==> src/logic/lad_pkg.sv <==
package lad_pkg;

    // Graphics register ports in I/O space
    localparam logic [15:0] IO_GFX_INDEX   = 16'h03CE;
    localparam logic [15:0] IO_GFX_DATA    = 16'h03CF;
    localparam logic [15:0] IO_MISC_WR     = 16'h03C2;
    localparam logic [15:0] IO_MISC_RD     = 16'h03CC;

    // Indexed registers behind the data port
    localparam int          IDX_W          = 5;
    localparam logic [4:0]  IDX_MISC       = 5'h06;
    localparam logic [4:0]  IDX_ADDR_MAP   = 5'h10;
    localparam logic [4:0]  IDX_PAGE       = 5'h11;
    localparam int          IDX_READ_W     = 4;

    // Field positions
    localparam int          MISC_MODE_LSB  = 2;
    localparam int          AM_W           = 5;
    localparam int          AM_PAGE_DC     = 4;
    localparam int          AM_MMAP        = 3;
    localparam int          AM_PACKED      = 2;
    localparam int          AM_LINEAR      = 1;
    localparam int          AM_PAGE_EN     = 0;
    localparam int          LEGACY_EN_BIT  = 1;
    localparam int          ATTR_RE        = 0;
    localparam int          ATTR_WE        = 1;
    localparam int          ATTR_CD_LSB    = 2;

    // Values after reset
    localparam logic [4:0]  IDX_RST        = 5'h00;
    localparam logic [1:0]  MODE_RST       = 2'h0;
    localparam logic [4:0]  AM_RST         = 5'h00;
    localparam logic [7:0]  PAGE_RST       = 8'h00;
    localparam logic        LEGACY_RST     = 1'b0;

    // Memory map modes
    localparam logic [1:0]  MODE_FULL      = 2'h0;
    localparam logic [1:0]  MODE_ASEG      = 2'h1;
    localparam logic [1:0]  MODE_MONO      = 2'h2;

    // Compatibility area ranges
    localparam logic [19:0] LOW_MEM_LO     = 20'h00000;
    localparam logic [19:0] LOW_MEM_HI     = 20'h9FFFF;
    localparam logic [19:0] VID_LO         = 20'hA0000;
    localparam logic [19:0] VID_HI         = 20'hBFFFF;
    localparam logic [19:0] ASEG_HI        = 20'hAFFFF;
    localparam logic [19:0] MONO_LO        = 20'hB0000;
    localparam logic [19:0] MONO_HI        = 20'hB7FFF;
    localparam logic [19:0] CTXT_LO        = 20'hB8000;
    localparam logic [19:0] SEG_BASE       = 20'hC0000;
    localparam logic [19:0] SEG_SPAN       = 20'h10000;
    localparam int          SEG_NUM        = 4;
    localparam logic [19:0] CD_LO          = 20'hDC000;
    localparam logic [19:0] CD_HI          = 20'hDFFFF;

    // Result latency in clock cycles
    localparam int          RSP_LAT        = 1;

    typedef enum logic [4:0] {
        RT_DRAM  = 5'h01,
        RT_HUB   = 5'h02,
        RT_GFX   = 5'h04,
        RT_ABORT = 5'h08,
        RT_EXT   = 5'h10
    } lad_route_t;

    typedef enum logic [3:0] {
        GT_NONE   = 4'h1,
        GT_VGA    = 4'h2,
        GT_DCACHE = 4'h4,
        GT_MMAP   = 4'h8
    } lad_gtgt_t;

endpackage

==> src/logic/lad_cfg_if.sv <==
`timescale 1ns/1ps
interface lad_cfg_if;
    logic [1:0]               map_mode;
    logic [lad_pkg::AM_W-1:0] addr_map;
    logic [7:0]               page_sel;
    logic                     legacy_en;

    modport src (output map_mode, output addr_map, output page_sel,
                 output legacy_en);
    modport dst (input map_mode, input addr_map, input page_sel,
                 input legacy_en);
endinterface

==> src/logic/lad_decode.sv <==
`timescale 1ns/1ps
// Operation
// - Map mode bits 3:2 pick full, A-segment, mono or colour-text window.
// - Map mode window applies in standard and non-linear extended modes; the code applies it in linear mode too.
// - Address mapping bit 4 pages to VGA buffer or display cache.
// - Address mapping bit 3 picks VGA buffer or memory map; resets to buffer.
// - Packed mode and linear mapping enables reset off; setting enables them.
// - Page mapping enable maps memory through 64 KB A0000-AFFFF window.
// - Page select picks the 64 KB display cache page shown.
// - Registers sit behind the data port at index 06h, 10h, 11h.
// - Accesses above 4 GB are claimed, writes dropped, reads return zero.
// - Decoder spans 4 GB memory and 64 KB plus three I/O bytes.
// - Lowest 640 KB always goes to main memory.
// - Video region goes to hub or graphics, or to main memory on an SMM hit, ignoring shadow attributes.
// - Video region is default SMM space, steered by SYSTEM_MANAGEMENT_RAM_CONTROL control.
// - Video steering applies to host bus and hub initiators alike.
// - CD hole enabled forwards the hole to the hub, ignoring attributes.
// - CD hole disabled follows attribute map bits 3:2.
// - Four 64 KB shadow segments have independent read and write enables.
// - Compatibility ranges default to hub; only VGA may go to graphics.
// - Index register holds five bits; only the low four read back, upper four read zero.
// - Legacy access enable gates graphics claiming of the video window.
module lad_decode (
    // Clock and reset
    input  wire logic               clk_sys_i,
    input  wire logic               rst_i,
    // Graphics register port
    input  wire logic               io_wr_i,
    input  wire logic               io_rd_i,
    input  wire logic [15:0]        io_port_i,
    input  wire logic [7:0]         io_wdata_i,
    output logic      [7:0]         io_rdata_o,
    output logic                    io_rvalid_o,
    // Access request
    input  wire logic               req_valid_i,
    input  wire logic [35:0]        req_addr_i,
    input  wire logic               req_write_i,
    input  wire logic               req_io_i,
    input  wire logic               req_src_hub_i,
    input  wire logic               req_smm_i,
    // System configuration
    input  wire logic [1:0]         gfx_mem_sel_i,
    input  wire logic               system_management_ram_control_open_i,
    input  wire logic               system_management_ram_control_smm_en_i,
    input  wire logic               cd_hole_enable_i,
    input  wire logic [7:0]         attr_map_i,
    // Decode result
    output logic                    rsp_valid_o,
    output lad_pkg::lad_route_t     rsp_route_o,
    output lad_pkg::lad_gtgt_t      rsp_gfx_tgt_o,
    output logic      [23:0]        rsp_xlat_o,
    output logic                    rsp_rd_zero_o,
    output logic                    rsp_src_hub_o,
    output logic                    packed_mode_o,
    output logic                    linear_map_o
);
    typedef struct packed {
        logic                vld;
        lad_pkg::lad_route_t route;
        lad_pkg::lad_gtgt_t  tgt;
        logic [23:0]         xlat;
        logic                rd_zero;
        logic                src_hub;
        logic                packed_m;
        logic                linear;
    } lad_top_st_t;

    lad_top_st_t st_q;
    lad_top_st_t st_d;

    lad_cfg_if cfg_if ();

    lad_vga_regs u_regs (
        .clk_sys_i   (clk_sys_i),
        .rst_i       (rst_i),
        .io_wr_i     (io_wr_i),
        .io_rd_i     (io_rd_i),
        .io_port_i   (io_port_i),
        .io_wdata_i  (io_wdata_i),
        .io_rdata_o  (io_rdata_o),
        .io_rvalid_o (io_rvalid_o),
        .cfg         (cfg_if.src)
    );

    logic        compat;
    logic        above_4g;
    logic [19:0] low_addr;
    logic        low_mem_hit;
    logic        vid_hit;
    logic        aseg_hit;
    logic        mono_hit;
    logic        ctxt_hit;
    logic        cd_hit;
    logic [lad_pkg::SEG_NUM-1:0] seg_hit;
    logic        map_hit;
    logic        gfx_ok;
    logic        smm_hit;
    logic        io_gfx_port;
    logic [1:0]  seg_attr;
    logic [1:0]  cd_attr;

    assign above_4g = |req_addr_i[35:32];
    assign compat   = !req_io_i && (req_addr_i[35:20] == 16'h0000);
    assign low_addr = req_addr_i[19:0];

    lad_range_hit #(.LO(lad_pkg::LOW_MEM_LO), .HI(lad_pkg::LOW_MEM_HI)) u_low (
        .en_i (compat), .addr_i (low_addr), .hit_o (low_mem_hit));
    lad_range_hit #(.LO(lad_pkg::VID_LO), .HI(lad_pkg::VID_HI)) u_vid (
        .en_i (compat), .addr_i (low_addr), .hit_o (vid_hit));
    lad_range_hit #(.LO(lad_pkg::VID_LO), .HI(lad_pkg::ASEG_HI)) u_aseg (
        .en_i (compat), .addr_i (low_addr), .hit_o (aseg_hit));
    lad_range_hit #(.LO(lad_pkg::MONO_LO), .HI(lad_pkg::MONO_HI)) u_mono (
        .en_i (compat), .addr_i (low_addr), .hit_o (mono_hit));
    lad_range_hit #(.LO(lad_pkg::CTXT_LO), .HI(lad_pkg::VID_HI)) u_ctxt (
        .en_i (compat), .addr_i (low_addr), .hit_o (ctxt_hit));
    lad_range_hit #(.LO(lad_pkg::CD_LO), .HI(lad_pkg::CD_HI)) u_cd (
        .en_i (compat), .addr_i (low_addr), .hit_o (cd_hit));

    for (genvar g = 0; g < lad_pkg::SEG_NUM; g++) begin : g_seg
        lad_range_hit #(
            .LO (20'(lad_pkg::SEG_BASE + 20'(g) * lad_pkg::SEG_SPAN)),
            .HI (20'(lad_pkg::SEG_BASE + 20'(g + 1) * lad_pkg::SEG_SPAN
                     - 20'h00001))
        ) u_hit (
            .en_i   (compat),
            .addr_i (low_addr),
            .hit_o  (seg_hit[g])
        );
    end

    // Window chosen by the memory map mode, linear mode or not
    always_comb begin
        case (cfg_if.map_mode)
            lad_pkg::MODE_FULL: map_hit = vid_hit;
            lad_pkg::MODE_ASEG: map_hit = aseg_hit;
            lad_pkg::MODE_MONO: map_hit = mono_hit;
            default:            map_hit = ctxt_hit;
        endcase
    end

    // Graphics claims video memory only when enabled and legacy access is allowed
    assign gfx_ok      = (gfx_mem_sel_i != 2'h0) && cfg_if.legacy_en;
    assign smm_hit     = system_management_ram_control_open_i ||
                         (req_smm_i && system_management_ram_control_smm_en_i);
    assign seg_attr    = attr_map_i[{low_addr[17:16], 1'b0} +: 2];
    assign cd_attr     = attr_map_i[lad_pkg::ATTR_CD_LSB +: 2];
    // Upper three wrap-around I/O bytes never hit the graphics ports
    assign io_gfx_port = !req_addr_i[16] &&
        ((req_addr_i[15:0] == lad_pkg::IO_GFX_INDEX) ||
         (req_addr_i[15:0] == lad_pkg::IO_GFX_DATA)  ||
         (req_addr_i[15:0] == lad_pkg::IO_MISC_WR)   ||
         (req_addr_i[15:0] == lad_pkg::IO_MISC_RD));

    // Overlapping ranges are resolved only by this fixed priority
    always_comb begin
        st_d          = st_q;
        st_d.vld      = req_valid_i;
        st_d.packed_m = cfg_if.addr_map[lad_pkg::AM_PACKED];
        st_d.linear   = cfg_if.addr_map[lad_pkg::AM_LINEAR];
        if (req_valid_i) begin
            st_d.route   = lad_pkg::RT_HUB;
            st_d.tgt     = lad_pkg::GT_NONE;
            st_d.xlat    = req_addr_i[23:0];
            st_d.rd_zero = 1'b0;
            st_d.src_hub = req_src_hub_i;
            if (req_io_i) begin
                if (io_gfx_port) begin
                    st_d.route = lad_pkg::RT_GFX;
                end
            end else if (above_4g) begin
                st_d.route   = lad_pkg::RT_ABORT;
                st_d.rd_zero = !req_write_i;
            end else if (!compat) begin
                st_d.route = lad_pkg::RT_EXT;
            end else if (low_mem_hit) begin
                st_d.route = lad_pkg::RT_DRAM;
            end else if (vid_hit) begin
                if (smm_hit) begin
                    st_d.route = lad_pkg::RT_DRAM;
                end else if (cfg_if.addr_map[lad_pkg::AM_PAGE_EN] &&
                             aseg_hit && gfx_ok) begin
                    st_d.route = lad_pkg::RT_GFX;
                    if (cfg_if.addr_map[lad_pkg::AM_PAGE_DC]) begin
                        st_d.tgt  = lad_pkg::GT_DCACHE;
                        st_d.xlat = {cfg_if.page_sel, low_addr[15:0]};
                    end else begin
                        st_d.tgt  = lad_pkg::GT_VGA;
                    end
                end else if (map_hit && gfx_ok) begin
                    st_d.route = lad_pkg::RT_GFX;
                    st_d.tgt   = cfg_if.addr_map[lad_pkg::AM_MMAP] ?
                                 lad_pkg::GT_MMAP : lad_pkg::GT_VGA;
                end
            end else if (cd_hit && cd_hole_enable_i) begin
                st_d.route = lad_pkg::RT_HUB;
            end else if (cd_hit) begin
                if (req_write_i ? cd_attr[lad_pkg::ATTR_WE]
                                : cd_attr[lad_pkg::ATTR_RE]) begin
                    st_d.route = lad_pkg::RT_DRAM;
                end
            end else if (|seg_hit) begin
                if (req_write_i ? seg_attr[lad_pkg::ATTR_WE]
                                : seg_attr[lad_pkg::ATTR_RE]) begin
                    st_d.route = lad_pkg::RT_DRAM;
                end
            end
        end
    end

    always_ff @(posedge clk_sys_i) begin
        if (rst_i) begin
            st_q <= '0;
        end else begin
            st_q <= st_d;
        end
    end

    assign rsp_valid_o   = st_q.vld;
    assign rsp_route_o   = st_q.route;
    assign rsp_gfx_tgt_o = st_q.tgt;
    assign rsp_xlat_o    = st_q.xlat;
    assign rsp_rd_zero_o = st_q.rd_zero;
    assign rsp_src_hub_o = st_q.src_hub;
    assign packed_mode_o = st_q.packed_m;
    assign linear_map_o  = st_q.linear;

    property p_low_mem;
        @(posedge clk_sys_i) disable iff (rst_i)
        req_valid_i && compat && (low_addr <= lad_pkg::LOW_MEM_HI)
        |=> rsp_valid_o && (rsp_route_o == lad_pkg::RT_DRAM);
    endproperty
    a_low_mem: assert property (p_low_mem)
        else $error("low 640 KB not routed to main memory");

    property p_above_4g;
        @(posedge clk_sys_i) disable iff (rst_i)
        req_valid_i && !req_io_i && (req_addr_i[35:32] != 4'h0)
        |=> (rsp_route_o == lad_pkg::RT_ABORT)
            && (rsp_rd_zero_o == !$past(req_write_i));
    endproperty
    a_above_4g: assert property (p_above_4g)
        else $error("access above 4 GB not terminated");

    property p_cd_hole_on;
        @(posedge clk_sys_i) disable iff (rst_i)
        req_valid_i && compat && cd_hole_enable_i
        && (low_addr >= lad_pkg::CD_LO) && (low_addr <= lad_pkg::CD_HI)
        |=> rsp_route_o == lad_pkg::RT_HUB;
    endproperty
    a_cd_hole_on: assert property (p_cd_hole_on)
        else $error("enabled CD hole not sent to hub");

    property p_cd_hole_attr;
        @(posedge clk_sys_i) disable iff (rst_i)
        req_valid_i && compat && !cd_hole_enable_i && !req_write_i
        && (low_addr >= lad_pkg::CD_LO) && (low_addr <= lad_pkg::CD_HI)
        |=> (rsp_route_o == lad_pkg::RT_DRAM) == $past(attr_map_i[2]);
    endproperty
    a_cd_hole_attr: assert property (p_cd_hole_attr)
        else $error("CD hole read ignores attribute bits");

    property p_shadow_wr;
        @(posedge clk_sys_i) disable iff (rst_i)
        req_valid_i && compat && req_write_i
        && (low_addr[19:16] == 4'hC)
        |=> (rsp_route_o == lad_pkg::RT_DRAM) == $past(attr_map_i[1]);
    endproperty
    a_shadow_wr: assert property (p_shadow_wr)
        else $error("shadow write enable not honoured");

    property p_page_dc;
        @(posedge clk_sys_i) disable iff (rst_i)
        req_valid_i && aseg_hit && gfx_ok && !smm_hit
        && cfg_if.addr_map[lad_pkg::AM_PAGE_EN]
        && cfg_if.addr_map[lad_pkg::AM_PAGE_DC]
        |=> (rsp_route_o == lad_pkg::RT_GFX)
            && (rsp_gfx_tgt_o == lad_pkg::GT_DCACHE)
            && (rsp_xlat_o[23:16] == $past(cfg_if.page_sel));
    endproperty
    a_page_dc: assert property (p_page_dc)
        else $error("paged window does not select display cache page");

    property p_legacy_off;
        @(posedge clk_sys_i) disable iff (rst_i)
        req_valid_i && vid_hit && !cfg_if.legacy_en
        |=> rsp_route_o != lad_pkg::RT_GFX;
    endproperty
    a_legacy_off: assert property (p_legacy_off)
        else $error("video window claimed with legacy access off");

    property p_mode_aseg;
        @(posedge clk_sys_i) disable iff (rst_i)
        req_valid_i && mono_hit && !smm_hit
        && (cfg_if.map_mode == lad_pkg::MODE_ASEG)
        |=> rsp_route_o == lad_pkg::RT_HUB;
    endproperty
    a_mode_aseg: assert property (p_mode_aseg)
        else $error("B segment claimed in A-segment map mode");

    property p_idx_read;
        @(posedge clk_sys_i) disable iff (rst_i)
        io_rd_i && !io_wr_i && (io_port_i == lad_pkg::IO_GFX_INDEX)
        |=> io_rvalid_o && (io_rdata_o[7:4] == 4'h0);
    endproperty
    a_idx_read: assert property (p_idx_read)
        else $error("index read upper bits not zero");

    property p_amap_write;
        @(posedge clk_sys_i) disable iff (rst_i)
        io_wr_i && (io_port_i == lad_pkg::IO_GFX_INDEX)
        && (io_wdata_i == 8'h10)
        ##1 io_wr_i && (io_port_i == lad_pkg::IO_GFX_DATA)
        |=> cfg_if.addr_map == $past(io_wdata_i[4:0]);
    endproperty
    a_amap_write: assert property (p_amap_write)
        else $error("address mapping write through data port lost");

    property p_amap_reset;
        @(posedge clk_sys_i) disable iff (rst_i)
        $fell(rst_i) |-> (cfg_if.addr_map == 5'h00) && !linear_map_o;
    endproperty
    a_amap_reset: assert property (p_amap_reset)
        else $error("address mapping not cleared by reset");
endmodule // lad_decode

==> src/logic/lad_range_hit.sv <==
`timescale 1ns/1ps
module lad_range_hit #(
    parameter logic [19:0] LO = 20'h00000,
    parameter logic [19:0] HI = 20'hFFFFF
) (
    // Address under test
    input  wire logic        en_i,
    input  wire logic [19:0] addr_i,
    // Result
    output logic             hit_o
);
    assign hit_o = en_i && (addr_i >= LO) && (addr_i <= HI);
endmodule // lad_range_hit

==> src/logic/lad_vga_regs.sv <==
`timescale 1ns/1ps
module lad_vga_regs (
    // Clock and reset
    input  wire logic        clk_sys_i,
    input  wire logic        rst_i,
    // Port access
    input  wire logic        io_wr_i,
    input  wire logic        io_rd_i,
    input  wire logic [15:0] io_port_i,
    input  wire logic [7:0]  io_wdata_i,
    output logic      [7:0]  io_rdata_o,
    output logic             io_rvalid_o,
    // Decoder configuration
    lad_cfg_if.src           cfg
);
    typedef struct packed {
        logic [lad_pkg::IDX_W-1:0] idx;
        logic [1:0]                mode;
        logic [lad_pkg::AM_W-1:0]  amap;
        logic [7:0]                page;
        logic                      legacy;
        logic [7:0]                rdata;
        logic                      rvalid;
    } lad_reg_st_t;

    lad_reg_st_t st_q;
    lad_reg_st_t st_d;

    // A write wins over a read in the same cycle
    always_comb begin
        st_d        = st_q;
        st_d.rvalid = 1'b0;
        if (io_wr_i) begin
            if (io_port_i == lad_pkg::IO_GFX_INDEX) begin
                st_d.idx = io_wdata_i[lad_pkg::IDX_W-1:0];
            end else if (io_port_i == lad_pkg::IO_GFX_DATA) begin
                if (st_q.idx == lad_pkg::IDX_MISC) begin
                    st_d.mode = io_wdata_i[lad_pkg::MISC_MODE_LSB +: 2];
                end else if (st_q.idx == lad_pkg::IDX_ADDR_MAP) begin
                    st_d.amap = io_wdata_i[lad_pkg::AM_W-1:0];
                end else if (st_q.idx == lad_pkg::IDX_PAGE) begin
                    st_d.page = io_wdata_i;
                end
            end else if (io_port_i == lad_pkg::IO_MISC_WR) begin
                st_d.legacy = io_wdata_i[lad_pkg::LEGACY_EN_BIT];
            end
        end else if (io_rd_i) begin
            st_d.rvalid = 1'b1;
            st_d.rdata  = 8'h00;
            if (io_port_i == lad_pkg::IO_GFX_INDEX) begin
                st_d.rdata[lad_pkg::IDX_READ_W-1:0] =
                    st_q.idx[lad_pkg::IDX_READ_W-1:0];
            end else if (io_port_i == lad_pkg::IO_GFX_DATA) begin
                if (st_q.idx == lad_pkg::IDX_MISC) begin
                    st_d.rdata[lad_pkg::MISC_MODE_LSB +: 2] = st_q.mode;
                end else if (st_q.idx == lad_pkg::IDX_ADDR_MAP) begin
                    st_d.rdata[lad_pkg::AM_W-1:0] = st_q.amap;
                end else if (st_q.idx == lad_pkg::IDX_PAGE) begin
                    st_d.rdata = st_q.page;
                end
            end else if (io_port_i == lad_pkg::IO_MISC_RD) begin
                st_d.rdata[lad_pkg::LEGACY_EN_BIT] = st_q.legacy;
            end else begin
                st_d.rvalid = 1'b0;
            end
        end
    end

    always_ff @(posedge clk_sys_i) begin
        if (rst_i) begin
            st_q        <= '0;
            st_q.idx    <= lad_pkg::IDX_RST;
            st_q.mode   <= lad_pkg::MODE_RST;
            st_q.amap   <= lad_pkg::AM_RST;
            st_q.page   <= lad_pkg::PAGE_RST;
            st_q.legacy <= lad_pkg::LEGACY_RST;
        end else begin
            st_q <= st_d;
        end
    end

    assign io_rdata_o    = st_q.rdata;
    assign io_rvalid_o   = st_q.rvalid;
    assign cfg.map_mode  = st_q.mode;
    assign cfg.addr_map  = st_q.amap;
    assign cfg.page_sel  = st_q.page;
    assign cfg.legacy_en = st_q.legacy;
endmodule // lad_vga_regs
==> config.mk <==
export PLATFORM = sky130hd
export DESIGN_NAME = lad_decode
export DESIGN_NICKNAME = d
export VERILOG_FILES = /design/src/logic/lad_pkg.sv /design/src/logic/lad_cfg_if.sv /design/src/logic/lad_decode.sv /design/src/logic/lad_range_hit.sv /design/src/logic/lad_vga_regs.sv
export SDC_FILE = /design/constraint.sdc
export NUM_CORES = 1
export LEC_CHECK = 0
export ABC_AREA = 1
export BUFFER_PORTS_ARGS = -buffer_cell sky130_fd_sc_hd__buf_2
export CORE_ASPECT_RATIO = 1.2
export CORE_MARGIN = 4
export CORE_UTILIZATION = 45
export CTS_BUF_LIST = sky130_fd_sc_hd__clkbuf_16
export DETAILED_ROUTE_END_ITERATION = 16
export HOLD_SLACK_MARGIN = 0.06
export MAX_ROUTING_LAYER = met4
export PLACE_DENSITY_LB_ADDON = 0.1
export SYNTH_ARGS = -nofsm -noshare
export SYNTH_HDL_FRONTEND = slang
export SYNTH_SLANG_ARGS = --single-unit
==> constraint.sdc <==
create_clock -name clk_sys_i -period 1.6 [get_ports clk_sys_i]
set_input_delay 0.08 -clock clk_sys_i [delete_from_list [all_inputs] [get_ports clk_sys_i]]
set_output_delay 0.08 -clock clk_sys_i [all_outputs]
set_load 0.005 [all_outputs]
; ---- Yosys cells after proc, flatten, opt, wreduce, memory -nomap -nowiden
; Index checks and enable logic that the tools add are counted.
; Widths: inputs -> output; s select.
[totals]
input_bits = 82
ff_bits = 68
[classes]
shift = 1
n_mux = 43
n_bitwise = 6
order_cmp = 17
n_eq_ne = 13
reduce_logical = 46
[op_table]
columns = operator, n
row1 = $ge 20x20->1 const B, 8
row2 = $le 20x20->1 const B, 8
row3 = $mux 28, 5
row4 = $eq 16x10->1 const B, 8
row5 = $mux 5, 10
row6 = $mux 24, 2
row7 = $mux 29, 1
row8 = $logic_and 1x1->1, 27
row9 = $ge 20x1->1 const B, 1
row10 = $logic_not 16->1, 1
row11 = $mux 4, 4
row12 = $eq 5x5->1 const B, 2
row13 = $mux 1, 9
row14 = $mux 3, 3
row15 = $mux 9, 1
row16 = $mux 2, 4
row17 = $mux 8, 1
row18 = $reduce_and 4->1, 2
row19 = $reduce_or 4->1, 2
row20 = $shiftx 8x4->2, 1
row21 = $mux 7, 1
row22 = $mux 6, 1
row23 = $not 1->1, 6
row24 = $reduce_and 6->1, 1
row25 = 11 further kinds, 17

; ---- Depth between registers and ports, before layout
[logic_depth]
word_depth = 14
depth_mapped = 14

; ---- By module
; From an unflattened synthesis, not the netlist that was laid out.
[unflattened]
hier_cells = 615
hier_area_um2 = 3997.6
[modules_own_cells]
columns = module, instances, area_each_um2, cells_per_inst
row1 = lad_decode, 1, 1926.8, 284
row2 = lad_vga_regs, 1, 1818.0, 277
row3 = lad_range_hit (g_seg[0].u_hit ...), 2, 27.5, 5
row4 = lad_range_hit (g_seg[1].u_hit ...), 2, 23.8, 4
row5 = lad_range_hit (u_mono), 1, 35.0, 8
row6 = lad_range_hit (u_cd), 1, 33.8, 8
row7 = lad_range_hit (u_ctxt), 1, 32.5, 8
row8 = lad_range_hit (u_low), 1, 18.8, 5
row9 = lad_range_hit (u_vid), 1, 17.5, 4
row10 = lad_range_hit (g_seg[3].u_hit), 1, 12.5, 3

; ---- Worst setup path after synthesis
; No wires, ideal clock.
[synth_timing]
path_type = input to register
from = input port io_port_i[5]
to = register u_regs.st_q, in the netlist u_regs.cfg.page_sel[3]
t_arrival_ps = 1171
n_path_buf = 1
cell_stages = 8
path_slack_ps = 312
setup_time_ps = 117
path_cell_list = nor2_1 nand3_1 nand3b_1 nor3_4 nand2_2 buf_4 o21ai_1 a21oi_1
[synth_via]
elab_chain_cells = 3
elab_cells_between_ends = 4
cone_classes = eq/ne (2) / bitwise (1) / reduce/logical (1)
[synth_rtl]
columns = element, line
row1 = from (decl), lad_decode.sv:30  ; input wire logic [15:0] io_port_i,
row2 = $eq 16x10->1, lad_vga_regs.sv:34  ; if (io_port_i == lad_pkg::IO_GFX_INDEX) begin
row3 = $not 1->1 (no line), -
row4 = $reduce_and 6->1 (no line) *, -
row5 = to (signal assigned), lad_vga_regs.sv:78  ; st_q <= st_d;
row6 = to (decl), lad_vga_regs.sv:26  ; lad_reg_st_t st_q;
; Every way passes the cells marked *; elsewhere a longest branch is shown, timed or not.
; A chain may end at the register's enable or synchronous reset.

; ---- Worst setup path in the final report
[layout_timing]
from = register u_regs.st_q, in the netlist u_regs.cfg.legacy_en
to = register st_q, in the netlist rsp_xlat_o[19]
[layout_via]
elab_chain_cells = 9
[layout_rtl]
columns = element, line
row1 = $logic_and 1x1->1, lad_decode.sv:142  ; assign gfx_ok = (gfx_mem_sel_i != 2'h0) && cfg_if.legacy_en;
row2 = $logic_and 1x1->1, lad_decode.sv:181  ; aseg_hit && gfx_ok) begin
row3 = $mux 24, lad_decode.sv:180  ; end else if (cfg_if.addr_map[lad_pkg::AM_PAGE_EN] &&
row4 = $mux 28, lad_decode.sv:178  ; if (smm_hit) begin
row5 = $mux 28, lad_decode.sv:177  ; end else if (vid_hit) begin
row6 = $mux 28, lad_decode.sv:175  ; end else if (low_mem_hit) begin
row7 = $mux 28, lad_decode.sv:173  ; end else if (!compat) begin
row8 = $mux 28, lad_decode.sv:170  ; end else if (above_4g) begin
row9 = $mux 29, lad_decode.sv:166  ; if (req_io_i) begin
row10 = to (signal assigned), lad_decode.sv:214  ; st_q <= st_d;
row11 = to (decl), lad_decode.sv:68  ; lad_top_st_t st_q;
; No other way between the ends.

==> flow_summary.json <==
{
  "die_h_um": 99.8,
  "rr_endpoint": "rsp_xlat_o[19]",
  "fmax_mhz": 684,
  "place_area_um2": 3860,
  "gp_congestion": 0.887,
  "grt_pass1_vias": 3297,
  "setup_ws_ns": 0.138,
  "syn_inst": 439,
  "drtPass1Iterations": 4,
  "hold_slack_ns": 0.0686,
  "fin_util_pct": 64.5,
  "final_common_cell": "buf_2",
  "cp_slowest_cell": "dfxtp_1",
  "cts-htree-levels": 3,
  "cts_sinks": 68,
  "rr_worst_depth": 7,
  "hold_path.startpoint": "req_addr_i[3]",
  "antenna_found_initial": 0,
  "synthFlopType": "dfxtp_1",
  "ys_seq_area_share_pct": 43.0,
  "rows": 33,
  "worst_pin_slew_ns": 0.696,
  "p_leak_nw": 2.08,
  "slew_headroom_pct": 53.6,
  "rsz0062_at_grt": "no",
  "start_kind": "flop",
  "grt_max_degree": 27,
  "postSynthAreaPerCell_um2": 7.21,
  "ys.warnings.count": 0,
  "path_clk_slew_ns": 0.05,
  "setup_viol": 0,
  "diodes": 0,
  "grt_pass1_wl_um": 15200,
  "ant_nets": 0,
  "hold_depth": 3,
  "synth_nets": 521,
  "r2r_slack_ns": 0.14,
  "cts_buffer_depth": 2,
  "critPathArrivalTime_ns": 1.67,
  "cts_tree": "yes",
  "grt.total_usage_pct": 22.8,
  "hold_violations": 0,
  "die_w_um": 84.5,
  "post-route-min-period_ns": 1.46,
  "preCtsSetupSlack_ns": -0.00515,
  "vias": 3493,
  "cp.required_ns": 1.81,
  "p_per_area_nw_per_um2": 934,
  "worstHoldPathType": "input pin to flop",
  "r2r_start": "u_regs.cfg.legacy_en",
  "drive_gt1_share_pct": 27.9,
  "synth.distinct_cells": 38,
  "finalClockSkew_ns": 0.00575,
  "routed_wirelength_um": 9500,
  "end_kind": "flop",
  "status": "complete, no violations",
  "fin_area_um2": 4420,
  "cp_max_fo": 10,
  "clock_latency_ns": 0.32,
  "min_to": "rsp_xlat_o[3]",
  "io_pins": 129,
  "drtIter0Drc": 164,
  "maxSlewViolCount": 0,
  "ys_ff_latch": 68,
  "ir_drop_uv": 675,
  "port_buffers": 128,
  "wl_met2_um": 4610,
  "areaGrowthSynthToFinish_pct": 39.7,
  "overflow": 0,
  "top_layer_used": "met4",
  "final_nets": 673,
  "start_util_pct": 46.1,
  "drc": 0,
  "avgRoutedWirePerCell_um": 13.9,
  "max_cap_viol_count": 0,
  "wl_met3_um": 703,
  "viasPerCell": 5.11,
  "numCtsBuffers": 9,
  "critPathMaxStageDelay_ns": 0.42,
  "crit_chain": "o21ai_1 -> nor2_4 -> nand3_4 -> nor2_4 -> nand2_4 -> o21ai_0 -> o21ai_1",
  "syn_area_um2": 3160,
  "most-common-layout-cells": "buf_2, nand2_1, dfxtp_1",
  "final.period_utilization_pct": 91.4,
  "core_um2": 6850,
  "dp_hpwl_um": 7210,
  "crit_type": "flop to flop",
  "met1Wirelength_um": 3910,
  "synth_edf_count": 0,
  "die_area_um2": 8440,
  "fin_tns_setup_ns": 0,
  "cts-root-buf": "clkbuf_16",
  "async_reset_ff_share_pct": 0
}
-- kinds of logic (layout without fill, tap and decap cells) --
logic type	after synthesis	in the layout	synth area share, %
compound gates	111	111	19.8
buf+inv	78	235	10.6
simple gates	182	182	26.6
flops	68	68	43.0
-- synth_stat cells (2+ instances only) --
master	instances	area (um^2)
nor2_2	2	12.5
nor2_1	44	165
o211ai_1	5	37.5
inv_1	53	199
o22ai_1	3	18.8
dfxtp_1	68	1360
o21ai_1	14	70.1
nand3_1	19	95.1
o221ai_1	2	17.5
clkbuf_1	11	41.3
nand2_1	81	304
a21oi_1	30	150
o21ai_0	43	215
nor3_1	7	35.0
a22o_1	9	78.8
nor2_4	2	22.5
nand4_1	16	100
nand2_2	2	12.5
buf_4	9	67.6
-- how the worst max path moves through the flow --
stage                    startpoint                     end  cells after the start
3_5_place_dp         req_addr_i[23]          rsp_xlat_o[21]                     10
6_report       u_regs.cfg.legacy_en          rsp_xlat_o[19]                      7
3_3_place_gp         req_addr_i[23]          rsp_xlat_o[23]                     10
5_1_grt                     io_wr_i      u_regs.io_rvalid_o                      5
2_1_floorplan          io_port_i[5]  u_regs.cfg.page_sel[3]                      8
4_1_cts        u_regs.cfg.legacy_en          rsp_xlat_o[19]                      7
-- critical path: cells and delay by family, from the launching register on --
kind / cells / cell delay [ns]
AOI/OAI and AO/OA: 3 / 0.45
DFF: 1 / 0.42
and+or+nand+nor: 4 / 0.46
-- routing by layer --
layer  track usage [%]  up-vias
met1              26.0     1578
met3              4.93       21
li1                  -     1763
met4              9.87        0
met2              38.3      131
met5                 -        -
-- cell type report --
type / instances / area (um^2)
fillers: 659 / 2430
inverters: 56 / 219
repair buffers: 163 / 968
clock buffers: 9 / 225
flip-flops and latches: 68 / 1360
clock inverters: 7 / 66.3
multi-input cells: 293 / 1470
well taps: 87 / 109
-- registers in the layout, summed over array words and instances (netlist names), 2 cells and up --
| register | count |
|---|---|
| rsp_xlat_o | 24 |
| u_regs.cfg.page_sel | 8 |
| u_regs.io_rdata_o | 8 |
| rsp_route_o | 5 |
| u_regs.st_q | 5 |
| u_regs.cfg.map_mode | 2 |
| u_regs.cfg.addr_map | 5 |
| rsp_gfx_tgt_o | 4 |
-- metrics by stage --
step | power, mW | cells
2_1_floorplan | 1.98 | 439
3_5_place_dp | 2.20 | 641
3_3_place_gp | 2.19 | 641
6_report | 4.13 | 683
4_1_cts | 4.15 | 683
5_1_grt | 4.31 | 683
-- report_power, final --
part	switching, mW	leakage [nW]	total [mW]	internal, mW
sequential	0.0264	0.554	1.77	1.75
combinational	0.230	1.39	0.446	0.216
clock	0.715	0.137	1.91	1.20
total	0.971	2.08	4.13	3.16
-- repair_timing --
action | 4_1_cts | 5_1_grt
gates resized for setup | 0 | 2
hold buffers | 26 | 0
endpoints found under the hold margin | 26 | 0
endpoints found under the setup margin | 0 | 7
setup buffers | 0 | 0
Note: power is estimated with default switching activity, not from simulation.
